File: src/line_imager_consts.svh
/*
  Constants for the line imager configuration register bank: byte offsets,
  field positions and reset values.
  Assumes inclusion by bare name from the package and the modules.
*/
`ifndef LINE_IMAGER_CONSTS_SVH
`define LINE_IMAGER_CONSTS_SVH

// ****************************************************************************
// Register byte offsets
// ****************************************************************************
`define OFS_IMAGER_CONTROL      8'h00
`define OFS_VIDEO_BANDWIDTH     8'h01
`define OFS_MISC_SETTINGS       8'h02
`define OFS_OSC_FINE_TRIM       8'h90
`define OFS_BW_NOISE_SELECT     8'h94
`define OFS_LEFT_TEMP_LOW       8'hA0
`define OFS_LEFT_TEMP_HIGH      8'hA1
`define OFS_RIGHT_TEMP_LOW      8'hA2
`define OFS_RIGHT_TEMP_HIGH     8'hA3
`define OFS_TEMP_SETUP          8'hA4
`define OFS_BUS_ERROR_FLAG      8'hB0
`define OFS_ANALOG_OVERRIDE     8'hD6
`define OFS_OSC_COARSE_TRIM     8'hD7
`define OFS_SILICON_REVISION    8'hFF

// ****************************************************************************
// Reset values
// ****************************************************************************
`define RST_IMAGER_CONTROL      8'h14
`define RST_VIDEO_BANDWIDTH     8'h05
`define RST_MISC_SETTINGS       8'h98
`define RST_OSC_FINE_TRIM       8'h00
`define RST_BW_NOISE_SELECT     8'h03
`define RST_TEMP_SETUP          8'h00
`define RST_ANALOG_OVERRIDE     8'h20
`define RST_OSC_COARSE_TRIM     8'h00

// ****************************************************************************
// Field positions and codes
// ****************************************************************************
`define BIT_READ_DIRECTION      0
`define BIT_VARIANT_READOUT     1
`define GAIN_LSB                2
`define MODE_LSB                4
`define BIT_CONFIG_SOURCE       0
`define GAIN_CODE_TWO           2'h0
`define GAIN_CODE_ONE           2'h1
`define GAIN_CODE_FOUR          2'h2
`define BW_CODE_1MHZ            4'hA
`define BW_CODE_4MHZ            4'h8
`define BW_CODE_8MHZ            4'h2
`define BW_CODE_16MHZ           4'h5
`define NUM_REGS                14

`endif

File: src/line_imager_pkg.sv
/*
  Types for the line imager configuration register bank.
  Assumes line_imager_consts.svh is on the include path.
*/
package line_imager_pkg;
  `include "line_imager_consts.svh"

  // Register access request from the two-wire slave front end.
  typedef struct packed {
    logic       wr;
    logic       rd;
    logic [7:0] addr;
    logic [7:0] wdata;
  } reg_req_s;

  // Effective imager settings driven to the analog core.
  typedef struct packed {
    logic [1:0] output_mode_field;
    logic [1:0] gain_code;
    logic       variant_readout_bit;
    logic       read_direction;
    logic [3:0] bandwidth_code;
    logic [1:0] bandwidth_scale_select;
  } imager_cfg_s;

  // Pin derived settings used while pins are the configuration source.
  typedef struct packed {
    logic [1:0] gain_code;
    logic       read_direction;
    logic [3:0] bandwidth_code;
  } pin_cfg_s;
endpackage : line_imager_pkg

File: src/line_imager_bank.sv
/*
  Small register storage for the fourteen byte registers, indexed by slot,
  with registered read data.
  Assumes a single clock and an active low asynchronous reset.
*/
`timescale 1ns/100ps
`default_nettype none
// Reset values and the slot count come from the shared constants header.
`include "line_imager_consts.svh"
module line_imager_bank (
  // Clock and reset.
  input  wire logic        clock_in,
  input  wire logic        arst_n_in,
  // Write port.
  input  wire logic        we_in,
  input  wire logic [3:0]  wslot_in,
  input  wire logic [7:0]  wdata_in,
  // Read port.
  input  wire logic [3:0]  rslot_in,
  input  wire logic [7:0]  ext_in [0:13],
  output logic      [7:0]  rdata_out,
  // Whole storage, for the control logic.
  output logic      [7:0]  store_out [0:13]
);
  import line_imager_pkg::*;

  // Reset value for each slot; read only slots reset to zero.
  localparam logic [7:0] RESET_VAL [0:13] = '{`RST_IMAGER_CONTROL,
    `RST_VIDEO_BANDWIDTH, `RST_MISC_SETTINGS, `RST_OSC_FINE_TRIM,
    `RST_BW_NOISE_SELECT, 8'h00, 8'h00, 8'h00, 8'h00, `RST_TEMP_SETUP,
    8'h00, `RST_ANALOG_OVERRIDE, `RST_OSC_COARSE_TRIM, 8'h00};
  // Slots whose storage software may write.
  localparam logic [13:0] WRITABLE = 14'b01_1010_0001_1111;

  // ****************************************************************************
  // Storage, one flop group per slot
  // ****************************************************************************
  genvar g;
  generate
    for (g = 0; g < `NUM_REGS; g++) begin : g_slot
      // Each slot returns to its factory value on reset.
      always_ff @(posedge clock_in or negedge arst_n_in) begin
        if (!arst_n_in) begin
          store_out[g] <= RESET_VAL[g]; // see RULE3
        end else if (WRITABLE[g]) begin
          if (we_in && wslot_in == 4'(g)) begin
            store_out[g] <= wdata_in;
          end
        end else begin
          store_out[g] <= ext_in[g];
        end
      end
    end
  endgenerate

  // Read data leave from a register.
  always_ff @(posedge clock_in or negedge arst_n_in) begin
    if (!arst_n_in) begin
      rdata_out <= 8'h00;
    end else begin
      rdata_out <= (rslot_in < 4'(`NUM_REGS)) ? store_out[rslot_in] : 8'h00;
    end
  end
endmodule : line_imager_bank
`default_nettype wire

File: src/line_imager_config_regs.sv
/*
  Configuration register bank of a line imager, reached through a byte wide
  register port fed by the two-wire slave front end.
  Assumes the front end delivers one-cycle write and read strobes synchronous
  to clock_in, and that the read pulse is a plain synchronous input.
*/
// Summary of operation
// RULE1: Decode fourteen byte addresses, 0x00 to 0xFF.
// RULE2: Master never writes undecoded addresses.
// RULE3: Reset restores every register to factory values.
// RULE4: Master writes back untouched not-applicable bits.
// RULE5: Gain from control bits 3:2.
// RULE6: Control bit 0 sets pixel readout order.
// RULE7: Master programs output mode per variant.
// RULE8: Bandwidth from low nibble of bandwidth register.
// RULE9: New bandwidth applies at next read pulse rise.
// RULE10: Programmed bandwidth overrides pin chosen bandwidth.
// RULE11: Scale bandwidth by two-bit noise select field.
// RULE12: Registers steer imager only when source selects them; output mode, variant bit and noise scale follow registers regardless.
`timescale 1ns/100ps
`default_nettype none
// Offsets, field positions and codes come from the shared constants header.
`include "line_imager_consts.svh"
module line_imager_config_regs (
  // Clock and reset.
  input  wire logic                       clock_in,
  input  wire logic                       arst_n_in,
  // Register access from the slave front end.
  input  wire line_imager_pkg::reg_req_s  req_in,
  output logic                            rvalid_out,
  output logic      [7:0]                 rdata_out,
  output logic                            addr_hit_out,
  // Imager side.
  input  wire logic                       read_pulse_in,
  input  wire line_imager_pkg::pin_cfg_s  pin_cfg_in,
  input  wire logic [12:0]                left_temp_in,
  input  wire logic [12:0]                right_temp_in,
  input  wire logic [7:0]                 bus_error_in,
  input  wire logic [7:0]                 revision_in,
  output line_imager_pkg::imager_cfg_s    cfg_out
);
  import line_imager_pkg::*;

  // ****************************************************************************
  // State
  // ****************************************************************************
  // All flops of this module in one packed struct.
  typedef struct packed {
    logic        rvalid;
    logic        hit;
    logic        read_prev;
    logic [3:0]  bw_applied;
    imager_cfg_s cfg;
  } state_s;

  state_s state_reg;           // Registered state.
  state_s state_next;          // Next state.
  logic [3:0] wslot;           // Slot of the addressed register.
  logic       wslot_ok;        // Address decodes to a listed register.
  logic [7:0] store [0:13];    // Register contents.
  logic [7:0] ext   [0:13];    // Read only inputs per slot.
  logic [7:0] rdata;           // Registered read data from the bank.

  // ****************************************************************************
  // Address decode
  // ****************************************************************************
  // Map the byte address onto one of the fourteen slots.
  always_comb begin
    wslot_ok = 1'b1;
    case (req_in.addr)
      `OFS_IMAGER_CONTROL:   wslot = 4'h0; // see RULE1
      `OFS_VIDEO_BANDWIDTH:  wslot = 4'h1;
      `OFS_MISC_SETTINGS:    wslot = 4'h2;
      `OFS_OSC_FINE_TRIM:    wslot = 4'h3;
      `OFS_BW_NOISE_SELECT:  wslot = 4'h4;
      `OFS_LEFT_TEMP_LOW:    wslot = 4'h5;
      `OFS_LEFT_TEMP_HIGH:   wslot = 4'h6;
      `OFS_RIGHT_TEMP_LOW:   wslot = 4'h7;
      `OFS_RIGHT_TEMP_HIGH:  wslot = 4'h8;
      `OFS_TEMP_SETUP:       wslot = 4'h9;
      `OFS_BUS_ERROR_FLAG:   wslot = 4'hA;
      `OFS_ANALOG_OVERRIDE:  wslot = 4'hB;
      `OFS_OSC_COARSE_TRIM:  wslot = 4'hC;
      `OFS_SILICON_REVISION: wslot = 4'hD;
      default: begin
        // Stray addresses are dropped; no slot is touched.
        wslot    = 4'hF;
        wslot_ok = 1'b0;
      end
    endcase
  end

  // Read only values presented per slot; writable slots carry zero.
  always_comb begin
    for (int i = 0; i < `NUM_REGS; i++) begin
      ext[i] = 8'h00;
    end
    ext[5]  = left_temp_in[7:0];
    ext[6]  = {3'h0, left_temp_in[12:8]};
    ext[7]  = right_temp_in[7:0];
    ext[8]  = {3'h0, right_temp_in[12:8]};
    ext[10] = bus_error_in;
    ext[13] = revision_in;
  end

  // ****************************************************************************
  // Storage
  // ****************************************************************************
  line_imager_bank u_bank (
    .clock_in  (clock_in),
    .arst_n_in (arst_n_in),
    .we_in     (req_in.wr && wslot_ok),
    .wslot_in  (wslot),
    .wdata_in  (req_in.wdata),
    .rslot_in  (wslot),
    .ext_in    (ext),
    .rdata_out (rdata),
    .store_out (store)
  );

  // ****************************************************************************
  // Effective configuration
  // ****************************************************************************
  // Choose register or pin settings and retime bandwidth on the read pulse.
  always_comb begin
    state_next           = state_reg;
    state_next.rvalid    = req_in.rd;
    state_next.hit       = req_in.rd && wslot_ok;
    state_next.read_prev = read_pulse_in;
    // Bandwidth code is latched only on a rising read pulse edge.
    if (read_pulse_in && !state_reg.read_prev) begin
      state_next.bw_applied = store[1][3:0]; // see RULE9, RULE8
    end
    // Output mode and variant bit always follow the register.
    state_next.cfg.output_mode_field   = store[0][`MODE_LSB+:2];
    state_next.cfg.variant_readout_bit = store[0][`BIT_VARIANT_READOUT];
    state_next.cfg.bandwidth_scale_select = store[4][1:0]; // see RULE11
    if (store[2][`BIT_CONFIG_SOURCE]) begin // see RULE12
      // Register values steer the imager.
      state_next.cfg.gain_code      = store[0][`GAIN_LSB+:2]; // see RULE5
      state_next.cfg.read_direction = store[0][`BIT_READ_DIRECTION]; // see RULE6
      state_next.cfg.bandwidth_code = state_reg.bw_applied; // see RULE10
    end else begin
      // Pins steer the imager.
      state_next.cfg.gain_code      = pin_cfg_in.gain_code;
      state_next.cfg.read_direction = pin_cfg_in.read_direction;
      state_next.cfg.bandwidth_code = pin_cfg_in.bandwidth_code;
    end
  end

  // State register with factory reset values.
  always_ff @(posedge clock_in or negedge arst_n_in) begin
    if (!arst_n_in) begin
      state_reg                            <= '0; // see RULE3
      state_reg.bw_applied                 <= `BW_CODE_16MHZ;
      state_reg.cfg.gain_code              <= `GAIN_CODE_ONE;
      state_reg.cfg.output_mode_field      <= 2'h1;
      state_reg.cfg.bandwidth_code         <= `BW_CODE_16MHZ;
      state_reg.cfg.bandwidth_scale_select <= 2'h3;
    end else begin
      state_reg <= state_next;
    end
  end

  // Outputs straight from flops.
  assign rvalid_out   = state_reg.rvalid;
  assign addr_hit_out = state_reg.hit;
  assign rdata_out    = rdata;
  assign cfg_out      = state_reg.cfg;
endmodule : line_imager_config_regs
`default_nettype wire

File: config.mk
export PLATFORM = sky130hd
export DESIGN_NAME = line_imager_config_regs
export DESIGN_NICKNAME = d
export VERILOG_FILES = /design/src/line_imager_pkg.sv /design/src/line_imager_bank.sv /design/src/line_imager_config_regs.sv
export VERILOG_INCLUDE_DIRS = /design/src /design/src/src
export SDC_FILE = /design/constraint.sdc
export NUM_CORES = 1
export LEC_CHECK = 0
export BUFFER_PORTS_ARGS = -buffer_cell sky130_fd_sc_hd__buf_2
export CAP_MARGIN = 10
export CORE_UTILIZATION = 27
export CTS_CLUSTER_DIAMETER = 120
export DETAILED_ROUTE_END_ITERATION = 6
export SLEW_MARGIN = 10
export SYNTH_ARGS = -nofsm -noshare
export SYNTH_HDL_FRONTEND = slang
export SYNTH_SLANG_ARGS = --single-unit
File: constraint.sdc
create_clock -name clock_in -period 2.7 [get_ports clock_in]
set_clock_uncertainty 0.1 [all_clocks]
set_input_delay 0.135 -clock clock_in [delete_from_list [all_inputs] [get_ports clock_in]]
set_output_delay 0.135 -clock clock_in [all_outputs]
set_load 0.005 [all_outputs]
### Word level (Yosys, flattened, before mapping)

Index checks and enable logic that the tools add are counted.

| word-level totals | value |
|---|---|
| bits in registers | 133 |
| latch bits | 0 |
| RAM bits | 0 |
| ROM bits | 0 |
| input bits | 70 |
| output and inout port bits | 22 |
| logic and storage cells | 71 |
| memories | 0 |

| operators by class | value |
|---|---|
| add/subtract/negate cells | 0 |
| $mul | 0 |
| divide/modulo/power cells | 0 |
| order comparisons | 2 |
| equal/unequal tests | 20 |
| shift-type cells | 0 |
| mux-type cells | 8 |
| bitwise operators | 1 |
| reductions and logical operators | 15 |

Operators by type and width:

| cell | number |
|---|---|
| 8-bit equality test, second input constant | 11 |
| 4-bit case mux with 14 select lines | 1 |
| 8-bit binary-select mux with 4-bit select | 1 |
| 8-bit two-way mux | 3 |
| 14-bit OR reduction | 1 |
| 4-bit equality test, second input constant | 3 |
| 1-bit logical AND | 11 |
| 4-bit by 2-bit equality test with 1-bit output, second input constant | 2 |
| 8-bit by 1-bit equality test with 1-bit output, second input constant | 1 |
| 8-bit by 2-bit equality test with 1-bit output, second input constant | 1 |
| 8-bit zero test | 1 |
| 5-bit >= comparator, second input constant | 1 |
| 5-bit two-way mux | 1 |
| 4-bit NOT with 5-bit output | 1 |
| 4-bit by 1-bit equality test with 1-bit output, second input constant | 1 |
| 4-bit by 3-bit equality test with 1-bit output, second input constant | 1 |
| 4-bit zero test | 1 |
| 4-bit < comparator, second input constant | 1 |
| 2-bit two-way mux | 1 |
| 1-bit zero test | 1 |
| 1-bit two-way mux | 1 |

### Logic depth before layout (Yosys ltp)

| depth | value |
|---|---|
| depth after elaboration | 7 |
| depth in mapped cells | 10 |
| depth with buffers taken out | 7 |

### By module

Synthesis repeated with hierarchy kept, for this count alone.

| second synthesis, totals | value |
|---|---|
| cells, all modules | 406 |
| area total of the unflattened synthesis | 5,798.1 um2 |

By module, submodules not included:

| module | instances | cells an instance | area each (um2) | sequential area each (um2) |
|---|---|---|---|---|
| line_imager_bank | 1 | 314 | 4,773.3 | 3,015.4 |
| line_imager_config_regs | 1 | 92 | 1,024.7 | 485.5 |

### Worst setup path before layout

OpenSTA, ideal clock, no wires.

| timing path | value |
|---|---|
| path kind | input to register |
| start | in req_in[11] (netlist name) |
| end | reg u_bank.store_out[16] (netlist name) |
| setup time | 0.125 ns |
| arrival time | 2.274 ns |
| data required time | 2.475 ns |
| path slack | 0.202 ns |
| cell stages on the path | 8 |
| path buffers | 1 |
| cell sequence | buf_2 -> or4b_4 -> a211oi_2 -> a31oi_2 -> a21oi_2 -> nor2_1 -> nor3_4 -> mux2_2 |

| on the way | value |
|---|---|
| cells in the longest elaborated chain, start to end | 5 |
| elaborated cells between the ends (all ways) | 20 |
| classes of those cells | 14 x eq/ne; 2 x mux; 4 x reduce/logical |

Ends and longest elaborated chain:

| element | RTL line | source |
|---|---|---|
| start: declaration | line_imager_config_regs.sv:29 | `input wire line_imager_pkg::reg_req_s req_in,` |
| branches (longest 4 deep; another with 4-bit case mux with 14 select lines) | - |  |
| 1-bit logical AND (*) | line_imager_bank.sv:46 | `if (we_in && wslot_in == 4'(g)) begin` |
| end signal: indexed assignment | line_imager_bank.sv:44 | `store_out[g] <= RESET_VAL[g];` |
| end signal: indexed assignment | line_imager_bank.sv:47 | `store_out[g] <= wdata_in;` |
| end signal: indexed assignment | line_imager_bank.sv:50 | `store_out[g] <= ext_in[g];` |
| end: declaration | line_imager_bank.sv:23 | `output logic [7:0] store_out [0:13]` |

Mark *: on every way between the ends.
A chain may end at the register's enable or synchronous reset.

### Final worst setup path

| timing path | value |
|---|---|
| start | in req_in[12] (netlist name) |
| end | reg u_bank.store_out[8] (netlist name) |

The elaborated chain is that of the path after synthesis.

==> run_results.csv <==
group,metric,value,unit
outcome,violations,"design-rule violations",
sta,fmax,0.411,GHz
sta,min_period_over_period,90.1,%
clocking,cts_resized,0,
synth,synthTopCellsByArea,"dfrtp_1 48%, mux2_2 11%, dfstp_2 7.9%",
grt,grtUsageTotal,16.5,%
cells_and_area,final_common_cell,"dfrtp_1",
die,ioPinCount,92,
critical_path,crit_buf_inv,3,
hold_path,worst_hold_path_type,"in -> reg",
grt,overflow,0,
cells_and_area,top_register,"u_bank.store_out",
cells_and_area,area_growth,39.3,%
die,die_width,151,um
cells_and_area,finalNetCount,742,
sta,fin_worst_hold_slack,30.0,ps
critical_path,rr_startpoint,"u_bank.store_out[98]$_DFFE_PN1P_",
clocking,clk_path_buf_depth,2,
sta,slew_violations,0,
cells_and_area,num_antenna_cells,0,
synth,synth_edf_count,0,
hold_path,min-delay-start,"req_in[0]",
routing,routed_wl,17600,um
critical_path,rr_worst_depth,5,
synth,synth.top_cell.area_share,48.0,%
die,dieArea,0.0228,mm^2
cells_and_area,fin_util,38.3,%
grt,antenna_found_initial,0,
clocking,path_clk_slew,60,ps
synth,ys.flop_type,"dfrtp_1",
clocking,cts_setup_buffers,0,
synth,ys_warn_count,0,
critical_path,path_class,"in -> reg",
routing,dr.pass1.iters,6,
critical_path,critPathLaunchType,"input pin",
cells_and_area,drive_gt1_share,46.3,%
grt,grt_start_max_net_pins,65,
routing,vias_per_cell,4.82,
clocking,cts_tree,"built",
synth,ys_seq_elements,133,
die,start_util,27.5,%
cells_and_area,final_cell_mix,"115 x dfrtp_1, 90 x buf_2, 78 x buf_4, 59 x dlygate4sd3_1, 57 x mux2_2",
sta,rsz0062_at_grt,"false",
clocking,cts_root_buf,"clkbuf_16",
clocking,htree_levels,4,
outcome,status,"complete, but fails checks",
hold_path,hold_depth,2,
critical_path,cpPeakStageDelay,680,ps
die,rows,54,
sta,hold_viol_final,0,
clocking,cts.sinks,133,
power_and_ir_drop,p_per_area,545,mW/mm^2
critical_path,cpMaxStageDelayCell,"o31ai_1",
routing,dr_total_vias,4655,
synth,synth_cell_types,77,
cells_and_area,largest_reg_flops,106,
power_and_ir_drop,irDropWorstVdd,0.000381,V
sta,slew_headroom,46.4,%
critical_path,cp-end-kind,"flop",
grt,grt_pass1_vias,4760,
routing,drc,1,
critical_path,regToRegEndpoint,"u_bank.rdata_out[2]$_DFF_PN0_",
grt,grt_pass1_wl,27300,um
clocking,clkLatencyLatePin,420,ps
sta,setup_tns,0,ps
placed_design,io_buffer_count,91,
synth,syn_avg_cell_area,13.1,um^2
critical_path,path_cells,"buf_2 -> buf_4 -> nand2b_1 -> a2bb2oi_1 -> o21ai_1 -> o31ai_1 -> or3b_1 -> buf_4 -> mux2_4",
routing,drt-initial-drc-count,275,
placed_design,gp_congestion,0.870,
critical_path,critPathArrivalTime,2630,ps
synth,postSynthCellCount,458,
power_and_ir_drop,leakage,0.00380,uW
sta,min_period,2430,ps
critical_path,crit_top_cell,"buf_4",
hold_path,hold_end,"u_bank.store_out[16]$_DFFE_PN0P_",
flow_run,maxCapViolCount,0,
synth,netlist_area,0.00599,mm^2
critical_path,required,2900,ps
synth,async_reset_ff_share,100,%
critical_path,path_max_fanout,7,
placed_design,dp_hpwl,12700,um
routing,wl_per_cell,18.3,um
sta,tightest_slew,797,ps
critical_path,path_delay_family,"compound AO/OA/AOI/OAI gates",
synth,yosysTopAreaCell,"dfrtp_1",
routing,ant_nets,0,
synth,syn-num-nets,528,
clocking,cts_buffers,17,
critical_path,r2r_slack,1060,ps
die,die_h,151,um
sta,setup_violations,0,
synth,ys_seq_area_share,55.9,%
die,coreArea,0.0218,mm^2
==> stage by stage <==
stage	setup slack, ps	instance area, um^2	cells	power (uW)
2_1_floorplan	202	5990	458	2220
3_3_place_gp	-116	7220	874	2420
3_5_place_dp	-52.7	7220	874	2420
4_1_cts	367	8350	965	4600
5_1_grt	173	8350	965	4730
6_report	268	8350	965	4550
==> what timing repair did <==
item                                    4_1_cts  5_1_grt
hold buffers                                 59        0
endpoints found under the hold margin       147        0
endpoints found under the setup margin        0        0
==> cells in the mapped netlist, types with 4 or more instances <==
master,number
nor2_1,9
buf_6,4
buf_4,16
o21ai_0,16
o311ai_0,4
mux2_2,57
inv_1,11
o22ai_1,14
or3b_1,4
nand2b_1,5
nor4_1,10
o2111ai_1,5
or4_1,5
mux2_4,16
nor4b_1,5
buf_2,8
o21a_1,4
a211o_1,4
a211oi_1,11
clkbuf_1,7
dfstp_2,18
nand2_1,10
nand3_1,9
dfrtp_1,115
a21oi_1,8
==> cells by family (layout without fill, tap and decap cells) <==
family	after synthesis	after routing	share of synthesized area (%)
xor gates and xnor gates	2	2	0.292
buffers and inverters	47	274	4.61
muxes	76	76	15.3
AOI/OAI and AO/OA	113	113	14.4
and+or+nand+nor	87	87	9.56
DFF	133	133	55.9
==> area by class of cell <==
cell class | count | area [um^2]
sequential | 133 | 3350
fill | 2139 | 13500
tap | 280 | 350
multi-input combinational | 278 | 2370
clock inverter | 14 | 103
timing repair buffer | 231 | 1700
clock buffer | 18 | 439
inverter | 11 | 41.3
==> metal layers <==
metal / vias up / routed length (um) / GRT usage [%]
li1: 2158 / - / -
met1: 2310 / 8110 / 22.2
met2: 159 / 8100 / 25.3
met3: 28 / 1070 / 4.22
met4: 0 / 346 / 6.25
met5: - / 0 / 0
==> power by group <==
group | leakage [uW] | switching (uW) | internal [uW]
clock | 0.000259 | 899 | 1200
sequential | 0.00168 | 27.9 | 2050
combinational | 0.00186 | 178 | 191
total | 0.00380 | 1100 | 3450
==> how the worst max path moves through the flow <==
stage,from,endpoint,cells past startpoint
2_1_floorplan,req_in[11],u_bank.store_out[16]$_DFFE_PN0P_,8
3_3_place_gp,req_in[12],u_bank.rdata_out[1]$_DFF_PN0_,9
3_5_place_dp,req_in[12],u_bank.store_out[8]$_DFFE_PN0P_,9
4_1_cts,req_in[12],u_bank.store_out[8]$_DFFE_PN0P_,9
5_1_grt,req_in[14],u_bank.rdata_out[1]$_DFF_PN0_,10
6_report,req_in[12],u_bank.store_out[8]$_DFFE_PN0P_,9
Note: power is estimated with default switching activity, not from simulation.
